File: src/rtl/bas_map.vh
// Register map, field positions, reset values and timing counts for the
// blind access status and software reset block.
// Assumes a 50 MHz system clock and a quadlet-wide host register port.
`ifndef BAS_MAP_VH
`define BAS_MAP_VH

// ==========================================================================
// Register offsets
`define BAS_ADDR_W          9
`define BAS_OFF_STATUS      9'h1f0
`define BAS_OFF_HOLDING     9'h1f4
`define BAS_OFF_RESERVED    9'h1f8
`define BAS_OFF_SWRESET     9'h1fc
`define BAS_OFF_IOCTL       9'h1ec

// ==========================================================================
// Fields and reset values
`define BAS_CMP_BIT0        7
`define BAS_CMP_BIT1        15
`define BAS_CMP_BIT2        23
`define BAS_CMP_BIT3        31
`define BAS_STATUS_RST      32'h0000_0000
`define BAS_HOLDING_RST     32'h0000_0000

// ==========================================================================
// Timing
`define BAS_SRST_CYCLES     3'h4

`endif

File: src/rtl/bas_blind_access.v
// Blind access completion tracking, holding register and software reset.
// Assumes the device core reports each blind access end with a one-cycle
// done pulse plus the access address, direction and read data; the host
// port presents register reads and writes as one-cycle strobes.
`include "bas_map.vh"

module bas_blind_access #(
  parameter [2:0] SRST_CYCLES = `BAS_SRST_CYCLES
) (
  input  wire        i_ref_clk,
  input  wire        i_resetn,
  input  wire        i_ce,
  input  wire        i_reg_rd,
  input  wire        i_reg_wr,
  input  wire [8:0]  i_reg_addr,
  input  wire [31:0] i_reg_wdata,
  input  wire        i_ba_start,
  input  wire        i_ba_done,
  input  wire        i_ba_is_read,
  input  wire [8:0]  i_ba_addr,
  input  wire [31:0] i_ba_rdata,
  output reg  [31:0] o_reg_rdata,
  output reg         o_reg_rvalid,
  output reg         o_blind_access_complete,
  output reg  [31:0] o_blind_access_holding,
  output reg         o_soft_reset
);

  // ========================================================================
  // Address decode
  // The status, holding and I/O control slots are served by the host port
  // itself, so a blind access to them never moves the completion flag.
  function is_own_reg;
    input [8:0] a;
    begin
      is_own_reg = (a == `BAS_OFF_STATUS) ||
                   (a == `BAS_OFF_HOLDING) ||
                   (a == `BAS_OFF_IOCTL);
    end
  endfunction

  function is_reg;
    input [8:0] a;
    input [8:0] off;
    begin
      is_reg = (a == off);
    end
  endfunction

  // ========================================================================
  // Status word
  // One flag copied into the top bit of every byte lane, so a host on a
  // narrow bus sees it whichever lane it fetches.
  function [31:0] status_word;
    input f;
    begin
      status_word                = 32'h0000_0000;
      status_word[`BAS_CMP_BIT0] = f;
      status_word[`BAS_CMP_BIT1] = f;
      status_word[`BAS_CMP_BIT2] = f;
      status_word[`BAS_CMP_BIT3] = f;
    end
  endfunction

  // ========================================================================
  // Internal signals
  reg  [2:0]  srst_cnt_reg;
  reg  [2:0]  srst_cnt_next;
  reg         soft_reset_next;

  reg         complete_next;
  reg  [31:0] holding_next;

  reg  [31:0] rdata_next;
  reg         rvalid_next;

  wire        srst_trig;
  wire        srst_busy;
  wire        ba_counts;
  wire        ba_starts;

  // ========================================================================
  // Event decode
  // The write data is never looked at: any write to the trigger slot counts,
  // and writes to every other slot are dropped.
  assign srst_trig = i_reg_wr && is_reg(i_reg_addr, `BAS_OFF_SWRESET);

  // The counter is nonzero for exactly the cycles in which the pulse runs
  assign srst_busy = (srst_cnt_reg != 3'h0);

  assign ba_counts = i_ba_done && !is_own_reg(i_ba_addr);

  assign ba_starts = i_ba_start && !is_own_reg(i_ba_addr);

  // ========================================================================
  // Software reset pulse, next value
  // A write during the pulse restarts the count, so the pulse never ends
  // earlier than four cycles after the last trigger write.
  always @* begin
    srst_cnt_next   = srst_cnt_reg;
    soft_reset_next = 1'b0;
    if (srst_trig) begin
      srst_cnt_next   = SRST_CYCLES;
      soft_reset_next = 1'b1;
    end else if (srst_busy) begin
      srst_cnt_next   = srst_cnt_reg - 3'h1;
      soft_reset_next = (srst_cnt_reg != 3'h1);
    end
  end

  // ========================================================================
  // Software reset pulse, registers
  always @(posedge i_ref_clk) begin
    if (!i_resetn) begin
      srst_cnt_reg <= 3'h0;
    end else if (i_ce) begin
      srst_cnt_reg <= srst_cnt_next;
    end
  end

  always @(posedge i_ref_clk) begin
    if (!i_resetn) begin
      o_soft_reset <= 1'b0;
    end else if (i_ce) begin
      o_soft_reset <= soft_reset_next;
    end
  end

  // ========================================================================
  // Completion flag and holding register, next value
  // The running reset wins over everything: a completion that lands inside
  // the pulse is lost, as the rest of the device is being reset with it.
  // Completion wins over a new start in the same cycle, so a host that
  // starts the next access early never misses the flag of the last one.
  always @* begin
    complete_next = o_blind_access_complete;
    holding_next  = o_blind_access_holding;
    if (srst_busy) begin
      complete_next = 1'b0;
      holding_next  = `BAS_HOLDING_RST;
    end else if (ba_counts) begin
      complete_next = 1'b1;
      if (i_ba_is_read) begin
        holding_next = i_ba_rdata;
      end
    end else if (ba_starts) begin
      complete_next = 1'b0;
    end
  end

  // ========================================================================
  // Completion flag and holding register, registers
  always @(posedge i_ref_clk) begin
    if (!i_resetn) begin
      o_blind_access_complete <= 1'b0;
    end else if (i_ce) begin
      o_blind_access_complete <= complete_next;
    end
  end

  always @(posedge i_ref_clk) begin
    if (!i_resetn) begin
      o_blind_access_holding <= `BAS_HOLDING_RST;
    end else if (i_ce) begin
      o_blind_access_holding <= holding_next;
    end
  end

  // ========================================================================
  // Register read port, next value
  // Reserved and write-only slots read as zero. The status word is built
  // from the flag as it stands at the read edge, not from its next value.
  always @* begin
    rdata_next  = o_reg_rdata;
    rvalid_next = i_reg_rd;
    if (i_reg_rd) begin
      case (i_reg_addr)
        `BAS_OFF_STATUS: begin
          rdata_next = status_word(o_blind_access_complete);
        end
        `BAS_OFF_HOLDING: begin
          rdata_next = o_blind_access_holding;
        end
        default: begin
          rdata_next = 32'h0000_0000;
        end
      endcase
    end
  end

  // ========================================================================
  // Register read port, registers
  // Read data holds until the next read, so a slow host may fetch it late.
  always @(posedge i_ref_clk) begin
    if (!i_resetn) begin
      o_reg_rdata <= 32'h0000_0000;
    end else if (i_ce) begin
      o_reg_rdata <= rdata_next;
    end
  end

  always @(posedge i_ref_clk) begin
    if (!i_resetn) begin
      o_reg_rvalid <= 1'b0;
    end else if (i_ce) begin
      o_reg_rvalid <= rvalid_next;
    end
  end

endmodule

File: config.mk
export PLATFORM = sky130hd
export DESIGN_NAME = bas_blind_access
export DESIGN_NICKNAME = d
export VERILOG_FILES = /design/src/rtl/bas_blind_access.v
export VERILOG_INCLUDE_DIRS = /design/src /design/src/rtl
export SDC_FILE = /design/constraint.sdc
export NUM_CORES = 1
export LEC_CHECK = 0
export BUFFER_PORTS_ARGS = -buffer_cell sky130_fd_sc_hd__buf_2
export CAP_MARGIN = 20
export CORE_AREA = 4 4 83 85
export CTS_CLUSTER_DIAMETER = 200
export CTS_CLUSTER_SIZE = 20
export DETAILED_ROUTE_END_ITERATION = 8
export DIE_AREA = 0 0 87 89
export GPL_TIMING_DRIVEN = 0
export PLACE_DENSITY_LB_ADDON = 0.3
export SYNTH_ARGS = -nofsm -noshare
export SYNTH_HDL_FRONTEND = slang
export SYNTH_SLANG_ARGS = --single-unit
File: constraint.sdc
create_clock -name i_ref_clk -period 1.75 [get_ports i_ref_clk]
set_input_delay 0.0875 -clock i_ref_clk [delete_from_list [all_inputs] [get_ports i_ref_clk]]
set_output_delay 0.0875 -clock i_ref_clk [all_outputs]
set_load 0.005 [all_outputs]
* After elaboration in Yosys (flattened, before gate mapping)
Index checks and enable logic that the tools add are counted.
** Storage, ports and cells
- Register bits after elaboration :: 70
- Input port bits :: 90
- Output and inout bits :: 67
- Logic and storage cells :: 40
** Operators by class
- Add/subtract/negate cells :: 1
- Eq/ne operators :: 7
- Mux-type cells :: 11
- Reduce and logical (&&, ||, !) cells :: 15
** Operator list (number)
- 2-to-1 mux 32 bit :: 3
- one-hot mux 32 bit (2 select lines) :: 1
- == test 9 bit (second input constant) :: 6
- 2-to-1 mux 3 bit :: 2
- AND reduction 2 bit :: 3
- nonzero test 2 bit :: 3
- nonzero test 3 bit :: 2
- 2-to-1 mux 1 bit :: 5
- logical AND 1 bit :: 3
- inequality test 3 x 1 -> 1 bit (second input constant) :: 1
- AND reduction 3 bit :: 1
- subtractor 3 x 1 -> 3 bit (second input constant) :: 1
- logical OR 1 bit :: 2
- logical NOT 1 bit :: 1

* Logic depth before layout (Yosys ltp)
Gate-level depths: netlist of the first run.
- Depth after elaboration :: 8
- Gate-level depth with buffers :: 7
- Gate-level depth less buffers :: 6

* Least setup slack after synthesis of the first run
No wires, ideal clock.
- Path kind :: register to register
- Start :: register srst_cnt_reg[0]
- End :: register o_blind_access_holding[10]
- Arrival time :: 1510 ps
- Slack :: 181 ps
- Cell stages (with the launch flop) :: 7
- Clock period less this slack :: 1569 ps
- Cells stage by stage :: dfxtp_1 inv_1 ha_1 nand2b_1 nor4_1 buf_2 a22o_1
** Between the ends
- Longest elaborated chain between the ends :: 3
- Elaborated cells on any way between the ends :: 5
- Those cells by class :: 1 x mux; 4 x reduce/logical
** Ends and longest elaborated chain
- from (decl) :: RTL line bas_blind_access.v:67 : reg [2:0] srst_cnt_reg;
- from (signal assigned) :: RTL line bas_blind_access.v:117 : srst_cnt_reg <= srst_cnt_next;
- nonzero test 3 bit * :: RTL line bas_blind_access.v:89 : assign srst_busy = (srst_cnt_reg != 3'h0);
- nonzero test 2 bit (no line)
- AND reduction 3 bit (no line)
- to (signal assigned) :: RTL line bas_blind_access.v:163 : o_blind_access_holding <= `BAS_HOLDING_RST;
- to (signal assigned) :: RTL line bas_blind_access.v:165 : o_blind_access_holding <= holding_next;
- to (decl) :: RTL line bas_blind_access.v:25 : output reg [31:0] o_blind_access_holding,
Every way passes the cells marked *; elsewhere a longest branch is shown, timed or not.
A chain may end at the register's enable or synchronous reset.

* Worst setup path in the final report of the first run
- Start :: register srst_cnt_reg[0]
- End :: register o_blind_access_holding[18]
The elaborated chain is that of the path after synthesis.

==> metrics.txt, run 1 <==
Initial Util 0.403; die area 7740 µm²; Setup WS pre-CTS -0.527 ns; post-synthesis cell area 2500 µm²; DR vias 2380; Avg Cell Area, Syn 10.7 µm²; cells along the critical path inv_1 > ha_1 > nand2b_4 > nand2_2 > o211a_4 > clkbuf_4 > a22o_1; Setup TNS Final 0 ns; Critical Path Start Type flop; Routed Antenna Nets 0; largest net degree at the start of global routing 13; pin slew with the least headroom to its limit 0.695 ns; layout cells sized above 1 0.394; Cells after Synth 234; latest clock arrival within the worst-skew pair 0.33 ns; clock sink count 70; Internal Pwr Total 2.89 mW; final worst path period need 1.61 ns; Hold Path Origin i_ba_done; Hold Vio Cnt, Final 0; number of vias per cell 4.93; Max IR drop VDD 598 µV; CP max-delay cell dfxtp_1; Syn. warnings 0; Hold/Removal Path Class input port to flop; routability cong. 0.803; Critical Path Sink Type flop; H-tree depth 3; Final Net Count 494; Seq/Total Area, Yosys 0.561; Hold Path Depth 3; sw frac 0.251; clock tree buffer depth 2; Synth Net Count 327; placed cells 434; setup repair after global routing missed its margin no; CTS buffer count 9; status finished clean; clk_skew 0.00981 ns; Tcrit/Tclk final 0.923; die width 87 µm; Post-Place Cell Area 3210 µm²; prevailing post-synth register cell dfxtp_1; #FFs+latches synth 70; hold slack 0.0561 ns; Post-Layout Cell Count 483; I/O pins 157; Gate power share 0.166; Final Util 0.614; data required time of the critical path 1.97 ns; max-slew violations 0; mean routed wirelength per cell 14.6 µm; slew margin rel. 0.533; row count 29; NetSw 969 µW; Setup WS post-layout 0.135 ns; Register Area 1400 µm²; worst reg2reg endpoint o_blind_access_holding[18]$_SDFFE_PN0P_; fillers 523; leakage dissipation 1.81 nW; final WL 7050 µm; Post-route DRC 0; Core ar. 6200 µm²; Worst-path clk slew 0.07 ns; Initial DRT Pass Iterations 4; most frequent cells in the layout 128 x buf_2, 70 x dfxtp_1, 33 x nor2_1; clock share of power 0.380; first-pass GRT wire length 11000 µm; gr ovfl total 0; arrival time worst endpoint 1.84 ns; CP Class flop to flop; area growth from synthesis to layout 52.4%; R2R setup slack 0.14 ns; CTS root buf clkbuf_8; IO buf count 123; multi-input logic area 1000 µm²; final instance area 3810 µm²; Detail Placement HPWL 5000 µm; vias in the first global route 2303; origin of the critical flop-to-flop path srst_cnt_reg[0]$_SDFFE_PN0P_; Flop pwr share 0.454; MaxCap Viol Count 0; Unique masters post-synth 30; 1st-iter DRT viols 107; Post-synth EDFFs 0; commonest non-fill, non-tap cell in the layout buf_2; initial antenna violation count 0; Crit Path Max Fanout 10; R2R cell count 7; TritonCTS clock tree yes; ant diodes 0; Max stage delay on crit path 0.38 ns; overall power 3.85 mW; ys async rst share 0; upper clock frequency limit 619 MHz; Cell Pwr Density 1010 nW/µm²; Global Route Usage Sum 0.183; Hold EP o_blind_access_complete$_SDFFE_PN0P_; die height 89 µm; endpoints failing setup 0
synthesized netlist by cell type, drive strengths merged, types with 2 or more instances:
cell type / count / share of area
and3: 2 / 0.0050
nor3: 2 / 0.0040
a21oi: 2 / 0.0040
nand3: 2 / 0.0040
dfxtp: 70 / 0.56
ha: 3 / 0.015
o21ai: 5 / 0.010
nand2: 12 / 0.018
inv: 5 / 0.0075
a22oi: 32 / 0.096
nand4: 4 / 0.010
buf: 9 / 0.023
a22o: 32 / 0.11
nor4: 2 / 0.011
nand2b: 3 / 0.0075
clkbuf: 6 / 0.021
nor2: 33 / 0.050
nand3b: 2 / 0.0060
per-layer routing:
| metal | vias up | share of wire | GRT usage |
|---|---|---|---|
| met3 | 6 | 0.070 | 0.0406 |
| met5 | - | 0 | 0 |
| met4 | 0 | 0.014 | 0.0836 |
| met2 | 82 | 0.48 | 0.302 |
| met1 | 1099 | 0.43 | 0.228 |
| li1 | 1193 | - | - |
worst max-delay path, delay by kind of cell (launching register included):
family / cells / cell delay [ns]
adder cells (fa/ha/maj): 1 / 0.25
buffers and inverters: 2 / 0.27
AO/OA/AOI/OAI: 2 / 0.39
flip-flops: 1 / 0.38
AND/OR/NAND/NOR: 2 / 0.22
what timing repair did:
action / 4_1_cts / 5_1_grt
gates resized for setup: 2 / 5
setup buffers: 0 / 1
endpoints found under the hold margin: 32 / 0
endpoints found under the setup margin: 32 / 30
hold buffers: 32 / 0
pin swaps: 1 / 0
cell type report:
class	instances	share of cell area
clock buffers	11	0.0398
multi-input cells	144	0.263
plain buffers	15	0.0302
clock inverters	5	0.0214
inverters	5	0.00493
repair buffers	156	0.248
flip-flops and latches	70	0.368
well taps	77	0.0253
worst max path at each step:
stage,from,endpoint,depth (start not counted)
2_1_floorplan,srst_cnt_reg[0]$_SDFFE_PN0P_,o_blind_access_holding[10]$_SDFFE_PN0P_,6
3_3_place_gp,srst_cnt_reg[0]$_SDFFE_PN0P_,o_blind_access_holding[3]$_SDFFE_PN0P_,6
3_5_place_dp,srst_cnt_reg[0]$_SDFFE_PN0P_,o_blind_access_holding[30]$_SDFFE_PN0P_,6
4_1_cts,srst_cnt_reg[0]$_SDFFE_PN0P_,o_blind_access_holding[30]$_SDFFE_PN0P_,7
5_1_grt,srst_cnt_reg[0]$_SDFFE_PN0P_,o_blind_access_holding[29]$_SDFFE_PN0P_,7
6_report,srst_cnt_reg[0]$_SDFFE_PN0P_,o_blind_access_holding[18]$_SDFFE_PN0P_,7
cell families (layout without fill, tap and decap cells):
family          count (synthesis)  after routing  synth area share
compound gates                 75             75             0.243
xor+xnor                        2              2           0.00701
fa+ha+maj                       3              3            0.0150
buf+inv                        20            192            0.0516
flops                          70             70             0.561
simple gates                   64             64             0.122
power by group through the flow:
stage	clock [mW]	sequential (mW)	combinational, mW
6_report	1.46	1.75	0.639
5_1_grt	1.57	1.76	0.714
4_1_cts	1.50	1.75	0.600
3_5_place_dp	0	1.79	0.530
3_3_place_gp	0	1.78	0.515
2_1_floorplan	0	1.78	0.307
No activity file was read; power rests on OpenSTA's default activity.
==> run 2, diff against run 1 <==
--- a/config.mk
+++ b/config.mk
@@ -8,11 +8,12 @@
 export LEC_CHECK = 0
 export BUFFER_PORTS_ARGS = -buffer_cell sky130_fd_sc_hd__buf_2
 export CAP_MARGIN = 20
-export CORE_AREA = 4 4 83 85
+export CORE_AREA = 4 4 81 83
+export CTS_BUF_LIST = sky130_fd_sc_hd__clkbuf_2
 export CTS_CLUSTER_DIAMETER = 200
 export CTS_CLUSTER_SIZE = 20
 export DETAILED_ROUTE_END_ITERATION = 8
-export DIE_AREA = 0 0 87 89
+export DIE_AREA = 0 0 85 87
 export GPL_TIMING_DRIVEN = 0
 export PLACE_DENSITY_LB_ADDON = 0.3
 export SYNTH_ARGS = -nofsm -noshare
==> metrics.txt, run 2 (synthesized netlist as in run 1, its figures left out) <==
IO buf count 123; CP max-delay cell dfxtp_2; H-tree depth 3; final worst path period need 1.68 ns; max-slew violations 0; layout cells sized above 1 0.381; DR vias 2496; leakage dissipation 1.78 nW; TritonCTS clock tree yes; most frequent cells in the layout 128 x buf_2, 69 x dfxtp_1, 42 x dlygate4sd3_1; initial antenna violation count 1; gr ovfl total 0; clock sink count 70; Final Util 0.639; first-pass GRT wire length 11800 µm; Initial DRT Pass Iterations 4; upper clock frequency limit 597 MHz; Critical Path Start Type flop; I/O pins 157; Hold Vio Cnt, Final 0; pin slew with the least headroom to its limit 0.686 ns; CTS root buf clkbuf_2; Final Net Count 503; Setup crit start srst_cnt_reg[0]$_SDFFE_PN0P_; Tcrit/Tclk final 0.957; overall power 3.12 mW; Post-Layout Cell Count 492; Setup TNS Final 0 ns; number of vias per cell 5.07; Hold/Removal Path Class input port to flop; die height 87 µm; die width 85 µm; Cell Pwr Density 836 nW/µm²; Crit Path Max Fanout 10; Max IR drop VDD 660 µV; cells along the critical path inv_1 > ha_1 > nand2b_1 > nand2_1 > o211a_2 > clkbuf_4 > a22o_1; CTS buffer count 9; Core ar. 5850 µm²; clk_skew 0.0359 ns; Max stage delay on crit path 0.39 ns; data required time of the critical path 2.13 ns; clock tree buffer depth 2; commonest non-fill, non-tap cell in the layout buf_2; top sig layer met4; area growth from synthesis to layout 49.6%; placed cells 432; row count 28; largest net degree at the start of global routing 12; setup repair after global routing missed its margin yes; origin of the critical flop-to-flop path srst_cnt_reg[0]$_SDFFE_PN0P_; wire length on met1 3160 µm; die area 7400 µm²; vias in the first global route 2512; metal3 WL 541 µm; Critical Path Sink Type flop; latest clock arrival within the worst-skew pair 0.50 ns; Routed Antenna Nets 0; arrival time worst endpoint 2.06 ns; hold slack 0.0418 ns; CP Class flop to flop; Hold Path Origin i_ba_addr[0]; Post-CTS Setup Repair Bufs 0; 1st-iter DRT viols 79; Post-route DRC 0; final WL 7560 µm; endpoints failing setup 0; status finished clean; Worst-path clk slew 0.18 ns; Global Route Usage Sum 0.204; mean routed wirelength per cell 15.4 µm; MaxCap Viol Count 0; routability cong. 0.746; routed length on met2 3650 µm; Detail Placement HPWL 5010 µm; Initial Util 0.427; slew margin rel. 0.539
==> run 2: final timing paths <==
path | end | slack, ns | cells after the start
worst min-delay path | o_blind_access_complete$_SDFFE_PN0P_ | 0.04 | 4
worst max-delay path | o_blind_access_holding[22]$_SDFFE_PN0P_ | 0.07 | 7
worst max register to register | o_blind_access_holding[22]$_SDFFE_PN0P_ | 0.07 | 7
worst min register to register | o_reg_rvalid$_SDFFE_PN0P_ | 0.49 | 2
==> run 2: critical path: cells and delay by family (launching register included) <==
family | cells | cell delay (ns)
flip-flops | 1 | 0.39
AO/OA/AOI/OAI | 2 | 0.38
AND/OR/NAND/NOR | 2 | 0.33
buffers and inverters | 2 | 0.26
adder cells (fa/ha/maj) | 1 | 0.21
==> run 2: per-stage QoR <==
stage / setup slack (ns) / instance area, µm²
5_1_grt: -0.0229 / 3740
4_1_cts: 0.0352 / 3720
6_report: 0.0749 / 3740
3_3_place_gp: -0.286 / 3210
2_1_floorplan: 0.181 / 2500
3_5_place_dp: -0.288 / 3210
==> run 2: metal layers <==
layer	track usage	vias to the layer above
li1	-	1216
met1	0.239	1155
met2	0.346	106
met3	0.0435	19
met4	0.117	0
met5	0	-
==> run 2: final cells by class <==
type / instances / area (µm²)
fillers: 502 / 2110
repair buffers: 165 / 1040
diodes: 2 / 5.00
plain buffers: 15 / 115
inverters: 5 / 18.8
flip-flops and latches: 70 / 1400
clock inverters: 5 / 26.3
well taps: 75 / 93.8
clock buffers: 11 / 55.1
multi-input cells: 144 / 986
==> run 2: timing repair <==
action | in CTS | in global routing
resized for setup | 2 | 5
hold buffers | 42 | 0
endpoints found under the setup margin | 32 | 31
hold endpoints to repair | 40 | 0
pin swaps | 0 | 1
gates cloned | 0 | 0
==> run 2: where the power goes <==
group	internal (mW)	switching, mW	total (mW)	leakage, nW
clock network	0.187	0.544	0.731	0.0591
registers	1.69	0.0719	1.76	0.566
logic	0.317	0.315	0.632	1.16
total	2.19	0.932	3.12	1.78
==> run 3, diff against run 2 <==
--- a/config.mk
+++ b/config.mk
@@ -8,12 +8,12 @@
 export LEC_CHECK = 0
 export BUFFER_PORTS_ARGS = -buffer_cell sky130_fd_sc_hd__buf_2
 export CAP_MARGIN = 20
-export CORE_AREA = 4 4 81 83
-export CTS_BUF_LIST = sky130_fd_sc_hd__clkbuf_2
+export CORE_AREA = 4 4 83 85
+export CTS_BUF_LIST = sky130_fd_sc_hd__clkbuf_16
 export CTS_CLUSTER_DIAMETER = 200
 export CTS_CLUSTER_SIZE = 20
 export DETAILED_ROUTE_END_ITERATION = 8
-export DIE_AREA = 0 0 85 87
+export DIE_AREA = 0 0 87 89
 export GPL_TIMING_DRIVEN = 0
 export PLACE_DENSITY_LB_ADDON = 0.3
 export SYNTH_ARGS = -nofsm -noshare
==> metrics.txt, run 3 (synthesized netlist as in run 1, its figures left out) <==
status finished clean; Routed Antenna Nets 0; routability cong. 0.803; CP Class flop to flop; Crit Path Max Fanout 10; Critical Path Start Type flop; Final Net Count 493; Max IR drop VDD 751 µV; overall power 4.27 mW; MaxCap Viol Count 0; Detail Placement HPWL 5000 µm; clock tree buffer depth 2; mean routed wirelength per cell 14.7 µm; ant diodes 0; Cell Pwr Density 1100 nW/µm²; hold slack 0.0708 ns; endpoints failing setup 0; Final Util 0.625; Register Area 1400 µm²; number of vias per cell 4.99; Core ar. 6200 µm²; initial antenna violation count 0; Post-route DRC 0; area growth from synthesis to layout 55.3%; largest net degree at the start of global routing 13; max-slew violations 0; Global Route Usage Sum 0.187; Initial Util 0.403; most frequent cells in the layout 128 x buf_2, 70 x dfxtp_1, 33 x nor2_1; first-pass GRT wire length 11100 µm; CP max-delay cell dfxtp_1; fillers 505; data required time of the critical path 1.96 ns; Critical Path Sink Type flop; commonest non-fill, non-tap cell in the layout buf_2; Setup TNS Final 0 ns; vias in the first global route 2354; DR vias 2403; CTS buffer count 9; final WL 7080 µm; CP top delay family compound AO/OA/AOI/OAI gates; 1st-iter DRT viols 84; die width 87 µm; Initial DRT Pass Iterations 4; leakage dissipation 1.84 nW; die area 7740 µm²; GRT met1 Usage 0.229; row count 29; GRT met3 Usage 0.0406; clock sink count 70; cells along the critical path inv_1 > ha_1 > nand2b_4 > nand2_1 > o211a_4 > clkbuf_4 > a22o_1; Post-Place Cell Area 3210 µm²; I/O pins 157; Worst-path clk slew 0.05 ns; slew margin rel. 0.546; WP buf/inv 2; CTS root buf clkbuf_16; TritonCTS clock tree yes; final instance area 3880 µm²; gr ovfl total 0; IO buf count 123; Tcrit/Tclk final 0.958; GR Layer Usage met2 0.310; global route hottest layer met2; final worst path period need 1.68 ns; Hold/Removal Path Class input port to flop; multi-input logic area 998 µm²; upper clock frequency limit 597 MHz; latest clock arrival within the worst-skew pair 0.32 ns; Max stage delay on crit path 0.37 ns; die height 89 µm; layout cells sized above 1 0.385; arrival time worst endpoint 1.88 ns; H-tree depth 3; clk_skew 0.00343 ns; setup repair after global routing missed its margin no; pin slew with the least headroom to its limit 0.676 ns; Hold Vio Cnt, Final 0
## run 3: area by class of cell
cell class	instances	share of cell area
inverters	5	0.00484
well taps	77	0.0248
flip-flops and latches	70	0.361
clock buffers	9	0.0580
repair buffers	155	0.241
multi-input cells	144	0.257
clock inverters	7	0.0229
plain buffers	15	0.0297
## run 3: where the power goes
group,switching [mW],internal (mW),total [mW]
combinational,0.318,0.317,0.635
clock,0.644,1.24,1.88
sequential,0.0685,1.69,1.76
total,1.03,3.24,4.27
## run 3: per-stage QoR
| stage | setup WS (ns) | cells |
|---|---|---|
| floorplan | 0.181 | 234 |
| global placement | -0.477 | 434 |
| detailed placement | -0.527 | 434 |
| CTS | 0.0282 | 482 |
| global route | 0.00223 | 482 |
| finish | 0.0738 | 482 |
## run 3: worst min-delay path, stage by stage
cell     delay, ns
buf_2         0.12
nand4_1       0.07
o21ai_0       0.06
## run 3: worst paths after layout
| check | slack (ns) | cells after the start | endpoint | start |
|---|---|---|---|---|
| setup / recovery | 0.07 | 7 | o_blind_access_holding[18]$_SDFFE_PN0P_ | srst_cnt_reg[0]$_SDFFE_PN0P_ |
| hold / removal | 0.07 | 3 | o_blind_access_complete$_SDFFE_PN0P_ | i_ba_done |
| setup reg to reg | 0.07 | 7 | o_blind_access_holding[18]$_SDFFE_PN0P_ | srst_cnt_reg[0]$_SDFFE_PN0P_ |
| hold reg to reg | 0.47 | 2 | o_reg_rvalid$_SDFFE_PN0P_ | o_reg_rvalid$_SDFFE_PN0P_ |
## run 3: metal layers
metal | wire [µm] | share of wire
met1 | 3000 | 0.42
met3 | 484 | 0.068
met5 | 0 | 0
met4 | 158 | 0.022
met2 | 3430 | 0.48
## run 3: repair_timing
item	4_1_cts	5_1_grt
setup buffers	0	0
pin swaps	1	0
hold buffers	32	0
resized for setup	2	4
endpoints found under the hold margin	32	0
endpoints found under the setup margin	32	30
